[config.mk]
export PLATFORM = sky130hd
export DESIGN_NAME = msp_serial_port
export DESIGN_NICKNAME = d
export VERILOG_FILES = /design/src/verilog/msp_pkg.sv /design/src/verilog/msp_rx.sv /design/src/verilog/msp_serial_port.sv
export VERILOG_INCLUDE_DIRS = /design/src /design/src/verilog
export SDC_FILE = /design/constraint.sdc
export NUM_CORES = 1
export LEC_CHECK = 0
export BUFFER_PORTS_ARGS = -buffer_cell sky130_fd_sc_hd__buf_2
export CAP_MARGIN = 10
export CORE_MARGIN = 3
export CORE_UTILIZATION = 48
export CTS_BUF_LIST = sky130_fd_sc_hd__clkbuf_16
export CTS_CLUSTER_SIZE = 8
export DETAILED_ROUTE_END_ITERATION = 12
export GPL_TIMING_DRIVEN = 0
export SLEW_MARGIN = 20
export SYNTH_ARGS = -nofsm -noshare
export SYNTH_HDL_FRONTEND = slang
export SYNTH_SLANG_ARGS = --single-unit
[constraint.sdc]
create_clock -name clk_i -period 199.1 [get_ports clk_i]
set_input_delay 9.955 -clock clk_i [delete_from_list [all_inputs] [get_ports clk_i]]
set_output_delay 9.955 -clock clk_i [all_outputs]
set_load 0.02 [all_outputs]
[src/verilog/msp_defines.svh]
// constants for the memory mapped serial port
`ifndef MSP_DEFINES_SVH
`define MSP_DEFINES_SVH
`define MSP_ADDR_W       24
`define MSP_STATUS_ADDR  24'hFE0003
`define MSP_DATA_ADDR    24'hFE0007
`define MSP_TEST0_ADDR   24'hFE0005
`define MSP_TEST1_ADDR   24'hFE0015
`define MSP_ST_RX_READY  0
`define MSP_ST_TX_READY  2
`define MSP_ST_TX_EMPTY  3
`define MSP_CLK_HZ       100000000
`define MSP_CNT_W        20
`define MSP_RATE_RESET   8'h88
`define MSP_CODE_110     8'h11
`define MSP_CODE_300     8'h44
`define MSP_CODE_600     8'h55
`define MSP_CODE_1200    8'h66
`define MSP_CODE_2400    8'h88
`define MSP_CODE_4800    8'h99
`define MSP_CODE_9600    8'hBB
`define MSP_CODE_19200   8'hCC
`define MSP_BAUD_110     110
`define MSP_BAUD_300     300
`define MSP_BAUD_600     600
`define MSP_BAUD_1200    1200
`define MSP_BAUD_2400    2400
`define MSP_BAUD_4800    4800
`define MSP_BAUD_9600    9600
`define MSP_BAUD_19200   19200
`endif

[src/verilog/msp_pkg.sv]
// types shared by the serial port modules
package msp_pkg;
   typedef enum logic [1:0] {
      MSP_TX_IDLE  = 2'b00,
      MSP_TX_START = 2'b01,
      MSP_TX_DATA  = 2'b10,
      MSP_TX_STOP  = 2'b11
   } msp_tx_state_type;
   typedef enum logic [1:0] {
      MSP_RX_IDLE  = 2'b00,
      MSP_RX_START = 2'b01,
      MSP_RX_DATA  = 2'b10,
      MSP_RX_STOP  = 2'b11
   } msp_rx_state_type;
endpackage : msp_pkg

[src/verilog/msp_rx.sv]
// serial receiver: start bit check, eight data bits lsb first, stop bit
`timescale 1ns/1ps
`include "msp_defines.svh"
module msp_rx
   import msp_pkg::*;
(
   input  wire logic                  clk_i,
   input  wire logic                  arst_n_i,
   input  wire logic [`MSP_CNT_W-1:0] bit_cycles_i,
   input  wire logic                  primary_receive_line_i,
   output logic                       rx_valid_o,
   output logic [7:0]                 rx_data_o
);
   msp_rx_state_type      state_q, state_d;
   logic [`MSP_CNT_W-1:0] cnt_q, cnt_d;
   logic [2:0]            bitn_q, bitn_d;
   logic [7:0]            shift_q, shift_d, data_q, data_d;
   logic                  valid_q, valid_d;

   // next state of the receive sequencer
   always_comb begin
      state_d = state_q;
      cnt_d   = cnt_q;
      bitn_d  = bitn_q;
      shift_d = shift_q;
      data_d  = data_q;
      valid_d = 1'b0;
      case (state_q)
         MSP_RX_IDLE: begin
            if (!primary_receive_line_i) begin
               state_d = MSP_RX_START;
               cnt_d   = bit_cycles_i >> 1; // sample mid bit
            end
         end
         MSP_RX_START: begin
            if (cnt_q == '0) begin
               if (!primary_receive_line_i) begin
                  state_d = MSP_RX_DATA;
                  cnt_d   = bit_cycles_i - `MSP_CNT_W'(1);
                  bitn_d  = 3'h0;
               end else begin
                  state_d = MSP_RX_IDLE; // glitch, not a start bit
               end
            end else begin
               cnt_d = cnt_q - `MSP_CNT_W'(1);
            end
         end
         MSP_RX_DATA: begin
            if (cnt_q == '0) begin
               shift_d = {primary_receive_line_i, shift_q[7:1]};
               cnt_d   = bit_cycles_i - `MSP_CNT_W'(1);
               bitn_d  = bitn_q + 3'h1;
               if (bitn_q == 3'h7) begin
                  state_d = MSP_RX_STOP;
               end
            end else begin
               cnt_d = cnt_q - `MSP_CNT_W'(1);
            end
         end
         MSP_RX_STOP: begin
            if (cnt_q == '0) begin
               state_d = MSP_RX_IDLE;
               if (primary_receive_line_i) begin
                  valid_d = 1'b1; // framing errors are dropped
                  data_d  = shift_q;
               end
            end else begin
               cnt_d = cnt_q - `MSP_CNT_W'(1);
            end
         end
         default: state_d = MSP_RX_IDLE;
      endcase
   end

   // receive registers
   always_ff @(posedge clk_i or negedge arst_n_i) begin
      if (!arst_n_i) begin
         state_q <= MSP_RX_IDLE;
         cnt_q   <= '0;
         bitn_q  <= 3'h0;
         shift_q <= 8'h00;
         data_q  <= 8'h00;
         valid_q <= 1'b0;
      end else begin
         state_q <= state_d;
         cnt_q   <= cnt_d;
         bitn_q  <= bitn_d;
         shift_q <= shift_d;
         data_q  <= data_d;
         valid_q <= valid_d;
      end
   end

   assign rx_valid_o = valid_q;
   assign rx_data_o  = data_q;
endmodule : msp_rx

[src/verilog/msp_serial_port.sv]
// primary serial channel with data and status/rate registers
//
// Notes on behaviour
// - status bit 0 is set while a received character waits in data register
// - status bit 2 is set while the transmitter can take a new character
// - a byte written to the data register is sent out on the transmit line
// - reading the data register returns the oldest waiting received character
// - writing the status address selects bit rate; reads still return status
// - codes 11,44,55,66,88,99,BB,CC select 110 up to 19200 baud
// - a request-to-send output is driven towards the terminal
`timescale 1ns/1ps
`include "msp_defines.svh"
module msp_serial_port
   import msp_pkg::*;
#(
   parameter int CLK_HZ = `MSP_CLK_HZ
) (
   input  wire logic                   clk_i,
   input  wire logic                   arst_n_i,
   input  wire logic                   cpu_sel_i,
   input  wire logic                   cpu_we_i,
   input  wire logic [`MSP_ADDR_W-1:0] cpu_addr_i,
   input  wire logic [7:0]             cpu_wdata_i,
   output logic [7:0]                  cpu_rdata_o,
   output logic                        cpu_ack_o,
   input  wire logic                   primary_receive_line_i,
   output logic                        primary_transmit_line_o,
   output logic                        primary_request_line_n_o,
   input  wire logic                   primary_clear_line_n_i,
   output logic                        primary_clear_seen_o
);
   // bit period in clock cycles for a rate code
   function automatic logic [`MSP_CNT_W-1:0] rate_cycles(input logic [7:0] code);
      int b;
      b = `MSP_BAUD_2400;
      case (code)
         `MSP_CODE_110:   b = `MSP_BAUD_110;
         `MSP_CODE_300:   b = `MSP_BAUD_300;
         `MSP_CODE_600:   b = `MSP_BAUD_600;
         `MSP_CODE_1200:  b = `MSP_BAUD_1200;
         `MSP_CODE_2400:  b = `MSP_BAUD_2400;
         `MSP_CODE_4800:  b = `MSP_BAUD_4800;
         `MSP_CODE_9600:  b = `MSP_BAUD_9600;
         `MSP_CODE_19200: b = `MSP_BAUD_19200;
         default:         b = `MSP_BAUD_2400;
      endcase
      return `MSP_CNT_W'(CLK_HZ / b);
   endfunction : rate_cycles

   // true for the eight legal rate codes
   function automatic logic rate_ok(input logic [7:0] code);
      case (code)
         `MSP_CODE_110, `MSP_CODE_300, `MSP_CODE_600, `MSP_CODE_1200,
         `MSP_CODE_2400, `MSP_CODE_4800, `MSP_CODE_9600,
         `MSP_CODE_19200: rate_ok = 1'b1;
         default:         rate_ok = 1'b0;
      endcase
   endfunction : rate_ok

   logic                  rd_data, wr_data, rd_stat, wr_stat;
   logic [`MSP_CNT_W-1:0] bit_cycles;
   logic                  rx_valid;
   logic [7:0]            rx_byte, status;
   logic [7:0]            rate_q, rate_d;
   logic [7:0]            rx_data_q, rx_data_d, rx_hold_q, rx_hold_d;
   logic                  rx_ready_q, rx_ready_d, hold_valid_q, hold_valid_d;
   logic [7:0]            rdata_q, rdata_d;
   logic                  ack_q, rts_q, cts_q;
   msp_tx_state_type      tx_state_q, tx_state_d;
   logic [`MSP_CNT_W-1:0] tx_cnt_q, tx_cnt_d;
   logic [2:0]            tx_bitn_q, tx_bitn_d;
   logic [7:0]            tx_shift_q, tx_shift_d, tx_hold_q, tx_hold_d;
   logic                  tx_full_q, tx_full_d, txd_q, txd_d;

   // access decode; other addresses read zero with no side effect
   assign rd_data = cpu_sel_i && !cpu_we_i && (cpu_addr_i == `MSP_DATA_ADDR);
   assign wr_data = cpu_sel_i && cpu_we_i && (cpu_addr_i == `MSP_DATA_ADDR);
   assign rd_stat = cpu_sel_i && !cpu_we_i && (cpu_addr_i == `MSP_STATUS_ADDR);
   assign wr_stat = cpu_sel_i && cpu_we_i && (cpu_addr_i == `MSP_STATUS_ADDR);
   assign bit_cycles = rate_cycles(rate_q);

   // status byte
   always_comb begin
      status = 8'h00;
      status[`MSP_ST_RX_READY] = rx_ready_q;
      status[`MSP_ST_TX_READY] = !tx_full_q;
      status[`MSP_ST_TX_EMPTY] = !tx_full_q && (tx_state_q == MSP_TX_IDLE);
   end

   msp_rx u_rx (
      .clk_i                  (clk_i),
      .arst_n_i               (arst_n_i),
      .bit_cycles_i           (bit_cycles),
      .primary_receive_line_i (primary_receive_line_i),
      .rx_valid_o             (rx_valid),
      .rx_data_o              (rx_byte)
   );

   // rate select, read data and receive buffering
   always_comb begin
      rate_d       = rate_q;
      rdata_d      = 8'h00;
      rx_data_d    = rx_data_q;
      rx_hold_d    = rx_hold_q;
      rx_ready_d   = rx_ready_q;
      hold_valid_d = hold_valid_q;
      if (wr_stat && rate_ok(cpu_wdata_i)) begin
         rate_d = cpu_wdata_i;
      end
      if (rd_stat) begin
         rdata_d = status;
      end else if (rd_data) begin
         rdata_d = rx_data_q;
      end
      if (rd_data) begin
         if (hold_valid_q) begin
            rx_data_d    = rx_hold_q;
            hold_valid_d = 1'b0;
         end else begin
            rx_ready_d = 1'b0;
         end
      end
      // a new character wins over the clear of the same cycle
      if (rx_valid) begin
         if (rx_ready_d) begin
            rx_hold_d    = rx_byte;
            hold_valid_d = 1'b1;
         end else begin
            rx_data_d  = rx_byte;
            rx_ready_d = 1'b1;
         end
      end
   end

   // transmit holding register and shifter
   always_comb begin
      tx_state_d = tx_state_q;
      tx_cnt_d   = tx_cnt_q;
      tx_bitn_d  = tx_bitn_q;
      tx_shift_d = tx_shift_q;
      tx_hold_d  = tx_hold_q;
      tx_full_d  = tx_full_q;
      txd_d      = txd_q;
      case (tx_state_q)
         MSP_TX_IDLE: begin
            txd_d = 1'b1;
            if (tx_full_q) begin
               tx_shift_d = tx_hold_q;
               tx_full_d  = 1'b0;
               tx_state_d = MSP_TX_START;
               tx_cnt_d   = bit_cycles - `MSP_CNT_W'(1);
               txd_d      = 1'b0;
            end
         end
         MSP_TX_START: begin
            if (tx_cnt_q == '0) begin
               tx_state_d = MSP_TX_DATA;
               tx_cnt_d   = bit_cycles - `MSP_CNT_W'(1);
               tx_bitn_d  = 3'h0;
               txd_d      = tx_shift_q[0];
            end else begin
               tx_cnt_d = tx_cnt_q - `MSP_CNT_W'(1);
            end
         end
         MSP_TX_DATA: begin
            if (tx_cnt_q == '0) begin
               tx_cnt_d = bit_cycles - `MSP_CNT_W'(1);
               if (tx_bitn_q == 3'h7) begin
                  tx_state_d = MSP_TX_STOP;
                  txd_d      = 1'b1;
               end else begin
                  tx_shift_d = {1'b0, tx_shift_q[7:1]};
                  tx_bitn_d  = tx_bitn_q + 3'h1;
                  txd_d      = tx_shift_q[1];
               end
            end else begin
               tx_cnt_d = tx_cnt_q - `MSP_CNT_W'(1);
            end
         end
         MSP_TX_STOP: begin
            if (tx_cnt_q == '0) begin
               tx_state_d = MSP_TX_IDLE;
            end else begin
               tx_cnt_d = tx_cnt_q - `MSP_CNT_W'(1);
            end
         end
         default: tx_state_d = MSP_TX_IDLE;
      endcase
      // a write wins over the load of the same cycle
      if (wr_data) begin
         tx_hold_d = cpu_wdata_i;
         tx_full_d = 1'b1;
      end
   end

   // all registers of the channel outside the msp_rx receiver
   always_ff @(posedge clk_i or negedge arst_n_i) begin
      if (!arst_n_i) begin
         rate_q       <= `MSP_RATE_RESET;
         rdata_q      <= 8'h00;
         ack_q        <= 1'b0;
         rx_data_q    <= 8'h00;
         rx_hold_q    <= 8'h00;
         rx_ready_q   <= 1'b0;
         hold_valid_q <= 1'b0;
         tx_state_q   <= MSP_TX_IDLE;
         tx_cnt_q     <= '0;
         tx_bitn_q    <= 3'h0;
         tx_shift_q   <= 8'h00;
         tx_hold_q    <= 8'h00;
         tx_full_q    <= 1'b0;
         txd_q        <= 1'b1;
         rts_q        <= 1'b1;
         cts_q        <= 1'b0;
      end else begin
         rate_q       <= rate_d;
         rdata_q      <= rdata_d;
         ack_q        <= cpu_sel_i;
         rx_data_q    <= rx_data_d;
         rx_hold_q    <= rx_hold_d;
         rx_ready_q   <= rx_ready_d;
         hold_valid_q <= hold_valid_d;
         tx_state_q   <= tx_state_d;
         tx_cnt_q     <= tx_cnt_d;
         tx_bitn_q    <= tx_bitn_d;
         tx_shift_q   <= tx_shift_d;
         tx_hold_q    <= tx_hold_d;
         tx_full_q    <= tx_full_d;
         txd_q        <= txd_d;
         rts_q        <= 1'b0;
         cts_q        <= !primary_clear_line_n_i;
      end
   end

   assign cpu_rdata_o              = rdata_q;
   assign cpu_ack_o                = ack_q;
   assign primary_transmit_line_o  = txd_q;
   assign primary_request_line_n_o = rts_q;
   assign primary_clear_seen_o     = cts_q;
endmodule : msp_serial_port
==> metrics <==
first element of the critical path=rate_q[3]; cell type of the slowest stage on the worst timing path=sky130_fd_sc_hd__a211oi_1; overall routed net length=88.1 mm; Met3 Routed Length=3.42 mm; leakage power=14.1 nW; Post-CTS Resized=0; overall via count from detail_route=29900; highest metal layer with signal wires=met4; post-synthesis async set-or-reset flop share=100%; actual transition at the worst max-transition pin=1.06 ns; Pins Over Slew Limit=0; HPWL reported at the end of detailed placement=71.7 mm; RSZ-0062 raised after global routing=no; antenna violations before repair=1; Crit Reg-Reg Endpoint=u_rx.cnt_q[16]; clock buffers created by TritonCTS=17; share of the yosys chip area belonging to registers=10.5%; number of rows in the core area=89; die span in y=252 um; CP Depth=422; Pre-Repair DR Iteration Count=8; overall routing resource usage=27.0%; Post-Syn Instances=4035; starting density of the core=49.0%; highest cell delay on the worst timing path=0.91 ns; ratio of cells with drive above 1 in the final layout=8.89%; global-route wire length before repair=145 mm; pin count of the biggest net entering global routing=73; most used cell, CP=sky130_fd_sc_hd__o21ai_0; number of maximum-capacitance constraint violations=0; number of top-level design ports=50; commonest non-fill, non-tap cell in the layout=sky130_fd_sc_hd__a21oi_1; clock network latency to the later pin of the worst-skew pair=0.42 ns; Bufs and invs on worst path=64; placement-stage cell area=30800 sq um; setup violators final=0; Finished Layout Cells=4912; buffers inserted during post-CTS setup optimization=0; via density per instance=6.10; number of buffers inserted for hold repair after clock tree synthesis=0; number of global-route vias before repair=28000; Critical Path Sink=u_rx.cnt_q[16]; floorplan die area=63600 sq um; width of the chip=252 um; post-route ant nets=0; worst vdd rail ir drop=4.24 uV; clock transition at the registers of the reported paths=0.06 ns; routed length on met1=43.1 mm; highest-count cells in the layout ignoring fill and taps=sky130_fd_sc_hd__a21oi_1 (398), sky130_fd_sc_hd__nor2_1 (387), sky130_fd_sc_hd__nand2_1 (326); critical register-to-register path startpoint=rate_q[3]; most instantiated flip-flop cell in the synthesis netlist=sky130_fd_sc_hd__dfrtp_1; Rel. slew slack=28.8%; CP delay by family, top=compound AO/OA/AOI/OAI gates; GR Overflow Total=0; quantity of I/O buffers inserted on ports=49; Final Skew=0.00660 ns; highest fanout seen on the critical path=19; EDFF count, synth=0; YS warnings=0; launching element type of the critical path=register; DRC errors left=0; met2 wirelength from detailed routing=40.7 mm; final layout net count=4482; number of cell instances on the worst register-to-register path=422; root cell of the clock tree=sky130_fd_sc_hd__clkbuf_16; post-layout min period=103.03 ns; Worst R2R Setup Slack=96.07 ns; CTS tree=done; power density cells=1.84 nW/um^2; FF+latch count, synth=122; mean instance size in the synthesized netlist=7.21 sq um; cell type with the highest aggregate area in the netlist=sky130_fd_sc_hd__ha_1; upper clock frequency limit=0.00971 GHz; final routed wire length divided by cell count=17.9 um; type of the setup path with the least slack=register to register; post-synth top area share=13.7%; number of distinct library cell variants in the gate-level netlist after synthesis=127; core region area=59500 sq um; signal arrival time at the worst endpoint=103.35 ns; Fin. Hold Viols=0; Setup Total Neg Slack=0 ns; global placer's final weighted congestion=0.898; final instance area=31400 sq um; number of buffers on the longest clock path=2; number of instances in the placed design=4880; Hold WC Path Type=register to register; layout-stage area growth over the synthesis result=7.77%; number of design-rule violations left by the first detailed-router iteration=2035; ranking of synthesized cells by area=sky130_fd_sc_hd__ha_1 (14%), sky130_fd_sc_hd__dfrtp_1 (10%), sky130_fd_sc_hd__a21oi_1 (6.9%), sky130_fd_sc_hd__xnor2_1 (5.5%), sky130_fd_sc_hd__o21ai_0 (5.1%); number of cells on the worst hold path=2; Post-Synthesis Cell Area=29100 sq um; result of the run=complete, no violations; data required time of the critical path=199.42 ns; Critical Path Sink Type=register; clock sink count=122; final cycle utilization of the critical path=51.7%; antenna cells=0; deepest level of the CTS H-tree=4
## per-stage QoR
stage | power (mW) | util, % | hold slack (ns) | setup WS [ns]
finish | 0.0578 | 52.8 | 0.485 | 96.07
global route | 0.0598 | 52.8 | 0.507 | 86.41
CTS | 0.0583 | 52.8 | 0.486 | 96.64
detailed placement | 0.0270 | 51.7 | 0.473 | 97.00
global placement | 0.0269 | 51.0 | 0.470 | 95.61
floorplan | 0.0258 | - | 0.449 | 119.20
## kinds of logic (layout without fill, tap and decap cells)
kind of cell / Yosys count / count (layout) / synth area share, %
simple gates: 1417 / 1417 / 24.9
compound gates: 1409 / 1409 / 31.8
fa+ha+maj: 318 / 318 / 13.7
buf+inv: 317 / 416 / 4.33
xor+xnor: 289 / 289 / 8.75
mux: 162 / 162 / 6.02
flops: 122 / 122 / 10.5
other cells: 1 / 6 / 0.0129
## how the worst min path moves through the flow
stage / from / endpoint / slack [ns]
2_1_floorplan: tx_hold_q[5] / tx_hold_q[5] / 0.45
3_3_place_gp: rx_data_q[5] / cpu_rdata_o[5] / 0.47
3_5_place_dp: tx_hold_q[5] / tx_hold_q[5] / 0.47
4_1_cts: tx_hold_q[5] / tx_hold_q[5] / 0.49
5_1_grt: u_rx.rx_valid_o / rx_ready_q / 0.51
6_report: tx_hold_q[5] / tx_hold_q[5] / 0.49
## report_power, final
part           internal [mW]  switching, mW  leakage, nW
Clock                 0.0197         0.0116        0.299
Combinational       0.000602        0.00105         12.2
Sequential            0.0249      0.0000156         1.61
Total                 0.0451         0.0126         14.1
## synth_stat cells (all sizes together) (55+ instances only)
cell type / n
a21oi: 402
a21o: 113
and2: 55
o21ai: 320
nand2b: 88
o21a: 61
ha: 318
mux2i: 57
xnor2: 186
clkbuf: 88
mux2: 105
nor3: 104
nor2: 392
nand2: 331
inv: 178
xor2: 103
nand3: 100
dfrtp: 118
## metal layers
metal  up-vias  global-route usage, %
li1      15300                      -
met4         0                   2.95
met3        65                   1.94
met1     14000                   37.9
met5         -                      0
met2       606                   46.7
## tightest hold or removal path, stage by stage, from the launching register on
cell and delay (ns):
sky130_fd_sc_hd__dfrtp_1 0.34, sky130_fd_sc_hd__nand2_1 0.05, sky130_fd_sc_hd__o21ai_0 0.06
## final cells by class
type,count,area (sq um)
Timing Repair Buffer,67,572
Clock inverter,15,174
Multi-Input combinational cell,3601,24900
Sequential cell,122,3060
Buffer,138,589
Clock buffer,17,425
Fill cell,6031,28100
Tap cell,773,967
Inverter,179,672
## sequential cells by signal (all words and copies together) (netlist names), 8 cells and up, named ones only
name	cells
cpu_rdata_o	8
rate_q	8
rx_data_q	8
rx_hold_q	8
tx_cnt_q	20
tx_hold_q	8
tx_shift_q	8
u_rx.cnt_q	20
u_rx.rx_data_o	8
u_rx.shift_q	8
Power figures use the tool's default switching activity.
